==> src/pdm_regs.svh <==
`ifndef PDM_REGS_SVH
`define PDM_REGS_SVH

// program space vectors
`define PDM_RESET_VECTOR   13'h0000
`define PDM_INT_VECTOR     13'h0004
`define PDM_PROG_WORDS     8192

// status register fields and core register reset values
`define PDM_BANK_HI_BIT    6
`define PDM_BANK_LO_BIT    5
`define PDM_IND_BANK_BIT   7
`define PDM_STATUS_RESET   8'h00
`define PDM_POINTER_RESET  8'h00
`define PDM_LATCH_RESET    8'h00

// local offsets of the mirrored core registers
`define PDM_OFS_INDIRECT   7'h00
`define PDM_OFS_PC_LOW     7'h02
`define PDM_OFS_STATUS     7'h03
`define PDM_OFS_POINTER    7'h04
`define PDM_OFS_LATCH      7'h0a

// bank layout
`define PDM_BANK_TOP       7'h7f
`define PDM_GPR_BASE       7'h20
`define PDM_COMMON_BASE    7'h70
`define PDM_BANK_GPR       9'h050
`define PDM_COMMON_IDX     9'h140
`define PDM_GPR_BYTES      336

`endif

==> src/pdm_pkg.sv <==
`default_nettype none
package pdm_pkg;
	typedef enum logic [2:0] {
		TGT_INDIRECT,
		TGT_PC_LOW,
		TGT_STATUS,
		TGT_POINTER,
		TGT_LATCH,
		TGT_EXT_SFR,
		TGT_GPR
	} pdm_target_t;

	typedef struct packed {
		logic [12:0] pc;
		logic [13:0] instr;
		logic [7:0]  status;
		logic [7:0]  pointer;
		logic [7:0]  prog_latch;
		logic [7:0]  rdata;
		logic        valid;
	} pdm_state_t;
endpackage : pdm_pkg
`default_nettype wire

==> src/pdm_dec_if.sv <==
`default_nettype none
interface pdm_dec_if;
	logic [8:0]          full_addr;
	pdm_pkg::pdm_target_t target;
	logic [8:0]          gpr_idx;

	modport core
	(
		output full_addr,
		input  target,
		input  gpr_idx
	);

	modport dec
	(
		input  full_addr,
		output target,
		output gpr_idx
	);
endinterface : pdm_dec_if
`default_nettype wire

==> src/pdm_data_decode.sv <==
`include "pdm_regs.svh"
`default_nettype none
module pdm_data_decode
(
	pdm_dec_if.dec d
);
	logic [1:0] bank;
	logic [6:0] loc;
	logic [8:0] bank_base;

	assign bank = d.full_addr[8:7];
	assign loc  = d.full_addr[6:0];

	always_comb
	begin
		bank_base = 9'h000;
		for (int i = 0; i < 4; i++)
		begin
			if (bank == i[1:0])
			begin
				bank_base = 9'(i * `PDM_BANK_GPR);
			end
		end
	end

	// core registers sit at the same local offset in every bank
	always_comb
	begin
		d.gpr_idx = 9'h000;
		if (loc < `PDM_GPR_BASE)
		begin
			unique case (loc)
				`PDM_OFS_INDIRECT: d.target = pdm_pkg::TGT_INDIRECT;
				`PDM_OFS_PC_LOW:   d.target = pdm_pkg::TGT_PC_LOW;
				`PDM_OFS_STATUS:   d.target = pdm_pkg::TGT_STATUS;
				`PDM_OFS_POINTER:  d.target = pdm_pkg::TGT_POINTER;
				`PDM_OFS_LATCH:    d.target = pdm_pkg::TGT_LATCH;
				default:           d.target = pdm_pkg::TGT_EXT_SFR;
			endcase
		end
		else
		begin
			d.target = pdm_pkg::TGT_GPR;
			if (loc >= `PDM_COMMON_BASE)
			begin
				// top of every bank reaches one shared block
				d.gpr_idx = `PDM_COMMON_IDX + {2'b00, loc - `PDM_COMMON_BASE};
			end
			else
			begin
				d.gpr_idx = bank_base + {2'b00, loc - `PDM_GPR_BASE};
			end
		end
	end
endmodule : pdm_data_decode
`default_nettype wire

==> src/pdm_memory_map.sv <==
`include "pdm_regs.svh"
`default_nettype none
// Contract
// - 13-bit counter, 8K by 14-bit program space
// - implemented program size 8K or 4K words
// - fetch above implemented size wraps, no error
// - fetch starts at address zero after reset
// - taken interrupt loads counter with four
// - status bits six, five select bank
// - each bank spans 128 local byte locations
// - special registers low, general RAM above
// - mirrored registers alias one physical register
// - direct or indirect pointer data access
// - separate program and data buses, concurrent
module pdm_memory_map
#(
	parameter int PROG_WORDS = `PDM_PROG_WORDS
)
(
	input  wire logic        core_clk,
	input  wire logic        reset_n,
	// program side
	input  wire logic        fetch_en,
	input  wire logic        branch_en,
	input  wire logic [12:0] branch_target,
	input  wire logic        int_take,
	output logic      [12:0] pc,
	output logic      [12:0] prog_addr,
	input  wire logic [13:0] prog_rdata,
	output logic      [13:0] instr,
	// data side
	input  wire logic        data_req,
	input  wire logic        data_we,
	input  wire logic        data_indirect,
	input  wire logic [6:0]  data_addr,
	input  wire logic [7:0]  data_wdata,
	output logic      [7:0]  data_rdata,
	output logic             data_valid,
	// peripheral special registers kept outside
	output logic             ext_sfr_sel,
	output logic             ext_sfr_we,
	output logic      [8:0]  ext_sfr_addr,
	output logic      [7:0]  ext_sfr_wdata,
	input  wire logic [7:0]  ext_sfr_rdata,
	// state seen by the core
	output logic      [7:0]  status,
	output logic      [7:0]  indirect_pointer_reg,
	output logic      [1:0]  bank
);
	localparam logic [12:0] PC_MASK = 13'(PROG_WORDS - 1);

	pdm_pkg::pdm_state_t st_ff;
	pdm_pkg::pdm_state_t nxt_st;

	logic [7:0] gpr_mem [`PDM_GPR_BYTES];

	logic       bank_select_high;
	logic       bank_select_low;
	logic [8:0] acc_addr;
	logic       acc_write;
	logic [7:0] acc_rdata;

	pdm_dec_if dec_bus ();

	pdm_data_decode u_decode
	(
		.d (dec_bus.dec)
	);

	assign bank_select_high = st_ff.status[`PDM_BANK_HI_BIT];
	assign bank_select_low  = st_ff.status[`PDM_BANK_LO_BIT];
	assign bank             = {bank_select_high, bank_select_low};

	// direct or pointer addressing
	always_comb
	begin
		if (data_indirect)
		begin
			acc_addr = {st_ff.status[`PDM_IND_BANK_BIT], st_ff.pointer};
		end
		else
		begin
			acc_addr = {bank_select_high, bank_select_low, data_addr};
		end
	end

	assign dec_bus.full_addr = acc_addr;
	assign acc_write         = data_req && data_we;

	// peripheral registers; the pointer slot itself never reaches out
	assign ext_sfr_sel   = data_req && (dec_bus.target == pdm_pkg::TGT_EXT_SFR);
	assign ext_sfr_we    = ext_sfr_sel && data_we;
	assign ext_sfr_addr  = acc_addr;
	assign ext_sfr_wdata = data_wdata;

	// read mux over the mirrored core registers and the RAM
	always_comb
	begin
		unique case (dec_bus.target)
			pdm_pkg::TGT_INDIRECT: acc_rdata = 8'h00;
			pdm_pkg::TGT_PC_LOW:   acc_rdata = st_ff.pc[7:0];
			pdm_pkg::TGT_STATUS:   acc_rdata = st_ff.status;
			pdm_pkg::TGT_POINTER:  acc_rdata = st_ff.pointer;
			pdm_pkg::TGT_LATCH:    acc_rdata = st_ff.prog_latch;
			pdm_pkg::TGT_EXT_SFR:  acc_rdata = ext_sfr_rdata;
			pdm_pkg::TGT_GPR:      acc_rdata = gpr_mem[dec_bus.gpr_idx];
			default:               acc_rdata = 8'h00;
		endcase
	end

	always_comb
	begin
		nxt_st       = st_ff;
		nxt_st.valid = data_req;
		if (data_req)
		begin
			nxt_st.rdata = acc_rdata;
		end

		// fetch path uses its own bus, independent of the data access
		if (fetch_en)
		begin
			nxt_st.instr = prog_rdata;
		end

		// register writes through any bank alias land in one place
		if (acc_write)
		begin
			unique case (dec_bus.target)
				pdm_pkg::TGT_STATUS:
				begin
					nxt_st.status = data_wdata;
				end
				pdm_pkg::TGT_POINTER:
				begin
					nxt_st.pointer = data_wdata;
				end
				pdm_pkg::TGT_LATCH:
				begin
					nxt_st.prog_latch = data_wdata;
				end
				default:
				begin
					nxt_st.status = st_ff.status;
				end
			endcase
		end

		// counter priority: interrupt, branch, low byte write, advance
		if (int_take)
		begin
			nxt_st.pc = `PDM_INT_VECTOR;
		end
		else if (branch_en)
		begin
			nxt_st.pc = branch_target;
		end
		else if (acc_write && (dec_bus.target == pdm_pkg::TGT_PC_LOW))
		begin
			nxt_st.pc = {st_ff.prog_latch[4:0], data_wdata};
		end
		else if (fetch_en)
		begin
			nxt_st.pc = st_ff.pc + 13'h0001;
		end
	end

	always_ff @(posedge core_clk or negedge reset_n)
	begin
		if (!reset_n)
		begin
			st_ff.pc         <= `PDM_RESET_VECTOR;
			st_ff.instr      <= 14'h0000;
			st_ff.status     <= `PDM_STATUS_RESET;
			st_ff.pointer    <= `PDM_POINTER_RESET;
			st_ff.prog_latch <= `PDM_LATCH_RESET;
			st_ff.rdata      <= 8'h00;
			st_ff.valid      <= 1'b0;
		end
		else
		begin
			st_ff <= nxt_st;
		end
	end

	// general purpose RAM, one block per bank plus a shared block reached from all banks
	always_ff @(posedge core_clk)
	begin
		if (acc_write && (dec_bus.target == pdm_pkg::TGT_GPR))
		begin
			gpr_mem[dec_bus.gpr_idx] <= data_wdata;
		end
	end

	// unused high counter bits fold back onto the built array
	assign prog_addr = st_ff.pc & PC_MASK;

	assign pc                   = st_ff.pc;
	assign instr                = st_ff.instr;
	assign data_rdata           = st_ff.rdata;
	assign data_valid           = st_ff.valid;
	assign status               = st_ff.status;
	assign indirect_pointer_reg = st_ff.pointer;
endmodule : pdm_memory_map
`default_nettype wire

==> config.mk <==
export PLATFORM = sky130hd
export DESIGN_NAME = pdm_memory_map
export DESIGN_NICKNAME = d
export VERILOG_FILES = /design/src/pdm_pkg.sv /design/src/pdm_dec_if.sv /design/src/pdm_data_decode.sv /design/src/pdm_memory_map.sv
export VERILOG_INCLUDE_DIRS = /design/src /design/src/src
export SDC_FILE = /design/constraint.sdc
export NUM_CORES = 2
export LEC_CHECK = 0
export ABC_AREA = 1
export BUFFER_PORTS_ARGS = -buffer_cell sky130_fd_sc_hd__buf_4
export CAP_MARGIN = 40
export CORE_ASPECT_RATIO = 0.75
export CORE_MARGIN = 2
export CORE_UTILIZATION = 60
export CTS_BUF_LIST = sky130_fd_sc_hd__clkbuf_8
export DETAILED_ROUTE_END_ITERATION = 12
export HOLD_SLACK_MARGIN = 0.03
export PLACE_DENSITY_LB_ADDON = 0.25
export SETUP_SLACK_MARGIN = 0.4
export SYNTH_ARGS = -nofsm -noshare
export SYNTH_HDL_FRONTEND = slang
export SYNTH_HIERARCHICAL = 1
export SYNTH_SLANG_ARGS = --single-unit
==> constraint.sdc <==
create_clock -name core_clk -period 6.4 [get_ports core_clk]
set_input_delay 0.96 -clock core_clk [delete_from_list [all_inputs] [get_ports core_clk]]
set_output_delay 0.96 -clock core_clk [all_outputs]
set_load 0.005 [all_outputs]
==> reports/results.tsv <==
metric	value	unit
synth_nets	10507	
antenna_left	0	
final_cell_area	125200	sq um
finalSetupTns	0	ps
rsz0062_at_grt	false	
die_height	381.8	um
wl	307.6	mm
io_buffer_count	143	
crit_arrival	6460	ps
crit_path_frequent_cell	nand2_1	
worstMarginPinSlew	1101	ps
grt-ovfl-total	0	
area_growth	9.673	%
clock_latency	1080	ps
core-area	188900	sq um
path_clk_slew	70	ps
finalWorstSetupSlack	926.7	ps
die_x	507.7	um
avgRoutedWirePerCell	22.87	um
fin_util	66.29	%
io_pins	144	
fillCellCount	13952	
layoutNonFillerInstCount	13450	
grt_pass1_wl	460.3	mm
vias	77870	
finClkSkew	86.08	ps
clockBufferDepth	4	
path_cells	inv_1 > a21oi_1 > inv_1 > ha_1 > nor2_4 > inv_8 > nor2_4 > buf_12 > nand2_1 > nand3_1 > nand2_1 > nand2_1 > nor2_1 > nor2_1 > nor2_1 > nand2_1 > nand2_1 > nand2_1 > nor2_1 > nand2_1 > nand2_1 > nand2_1 > nand2_1 > nand2_1	
ys.warnings.count	6	
synth_cell_types	45	
dp_hpwl	177.1	mm
worstPathMaxFanout	105	
numCtsBuffers	415	
peakVddDrop	224.6	uV
final_layout_size_suffix_gt1_share	8.619	%
timing.hold.ws	107.9	ps
setup.worst_path.class	flip-flop to flip-flop	
track_usage	31.58	%
avgViaCountPerCell	5.790	
crit_slowest_cell	nor2_4	
placed_cell_area	117700	sq um
slew_headroom	26.60	%
whs_path_depth	2	
final_nets	10683	
grt_pass1_vias	74689	
status	completed	
seq_area_frac_synth	72.01	%
largest_reg_flops	2688	
route.detailed.drc	0	
p_leak	49.14	nW
place_congestion	0.9453	
cp_slowest_stage_delay	720	ps
cts_setup_buffers	0	
cts_sinks	2748	
antenna_found_initial	13	
cts-root-buf	clkbuf_8	
end_kind	flip-flop	
crit_required	7390	ps
max_freq	182.7	MHz
avgSynthCellArea	10.94	sq um
synth_area	114200	sq um
largest_register	gpr_mem	
largest_registers	gpr_mem x2688, instr x14, pc x13	
die_area	193800	sq um
first_pass_iters	6	
power.density	290.6	nW/um^2
r2r_cells	24	
place_ws	453.1	ps
drt-initial-drc-count	11412	
start_util	60.44	%
post-place-cells	12706	
maxCapViolations	0	
ys_ff_latch	2748	
cts_tree	built	
finalSetupViolCount	0	
ys.flop_type	edfxtp_1	
start_kind	flip-flop	
hold_class	primary input to flip-flop	
htreeDepth	5	
slew_violations	0	
netlist_instances	10441	
async_flop_share	2.183	%
final_hold_viol_count	0	
finalPower	36.39	mW
synth_edf_count	2688	
period_minus_slack	5473	ps
rows	138	
grt_max_degree	178	
post-route-period-util	85.52	%
==> worst max-delay path, delay by kind of cell, from the launching register on <==
family	cells	cell delay, ps
AO/OA/AOI/OAI	1	360
adder cells (fa/ha/maj)	1	390
buffers and inverters	4	1090
flip-flops	1	450
AND/OR/NAND/NOR	18	2950
==> path summary, 6_finish.rpt <==
check,endpoint,from,slack [ps]
max,data_rdata[3],indirect_pointer_reg[5],930
min,instr[1],prog_rdata[1],110
max reg2reg,data_rdata[3],indirect_pointer_reg[5],930
min reg2reg,data_rdata[5],data_rdata[5],500
max in group asynchronous,pc[8],reset_n,5300
min in group asynchronous,instr[2],reset_n,530
==> per-layer routing <==
metal | global-route usage (%) | vias to the layer above | wire [um]
li1 | - | 35166 | -
met1 | 46.03 | 37276 | 122000
met2 | 47.08 | 4804 | 136600
met3 | 7.922 | 612 | 39690
met4 | 10.03 | 12 | 9260
met5 | 0 | - | 71
==> cells in the mapped netlist, types with 2 or more instances <==
cell,number,area [sq um]
o21ai_0,59,295.3
mux2_2,17,191.4
edfxtp_1,2688,80720
buf_6,40,450.4
nor3_2,2,20.02
nor2_2,8,50.05
nand4_1,19,118.9
a21oi_1,27,135.1
nand2_2,2,12.51
inv_1,69,259.0
or2_2,2,12.51
a211oi_1,3,22.52
a221oi_1,5,43.79
o221ai_1,2,17.52
nand2_1,5520,20720
buf_1,21,78.83
clkbuf_1,167,626.9
a21oi_2,2,17.52
a41oi_1,8,70.07
nand3_1,177,885.9
a22oi_1,301,2260
a31oi_1,3,18.77
o31ai_1,2,15.01
dfrtp_1,60,1501
clkinv_1,4,15.01
xor2_1,6,52.55
buf_2,304,1521
ha_1,8,100.1
nor2_1,767,2879
nand3_2,2,20.02
buf_4,100,750.7
inv_2,6,22.52
nor2_4,2,22.52
o22ai_1,11,68.82
o211ai_1,7,52.55
nor3_1,11,55.05
==> kinds of logic after synthesis <==
| logic type | Yosys count | synth area share [%] |
|---|---|---|
| and+or+nand+nor | 6515 | 21.74 |
| xor gates and xnor gates | 7 | 0.05370 |
| muxes | 17 | 0.1677 |
| buffers and inverters | 711 | 3.262 |
| adders and majority gates | 8 | 0.08767 |
| AOI/OAI and AO/OA | 435 | 2.680 |
| DFF | 2748 | 72.01 |
==> placed cells by master (no fill, tap or decap), drive strengths merged, types with 19 or more instances in the layout <==
cell    count
nand4      19
nand2    5522
a21oi      29
inv       197
buf       379
clkbuf    428
dfrtp      60
a22oi     301
nor2      777
nand3     179
clkinv    155
edfxtp   2688
o21ai      61
==> layout make-up <==
type / instances / area [sq um] / area share (%)
repair buffers: 391 / 3789 / 3.026
diodes: 12 / 30.03 / 0.02398
clock inverters: 290 / 1498 / 1.196
well taps: 2520 / 3153 / 2.518
clock buffers: 428 / 5891 / 4.704
flip-flops and latches: 2748 / 82220 / 65.66
inverters: 79 / 324.1 / 0.2588
multi-input cells: 6982 / 28320 / 22.61
==> power breakdown <==
part,leakage (nW),switching (mW),internal [mW]
sequential,24.9,0.0719,19.8
combinational,20.0,2.39,0.828
clock,4.26,6.65,6.65
total,49.1,9.11,27.3
==> repair_timing <==
action / CTS / global route
hold buffers: 12 / 0
hold endpoints to repair: 71 / 0
gates resized for setup: 0 / 0
Power figures use the tool's default switching activity.
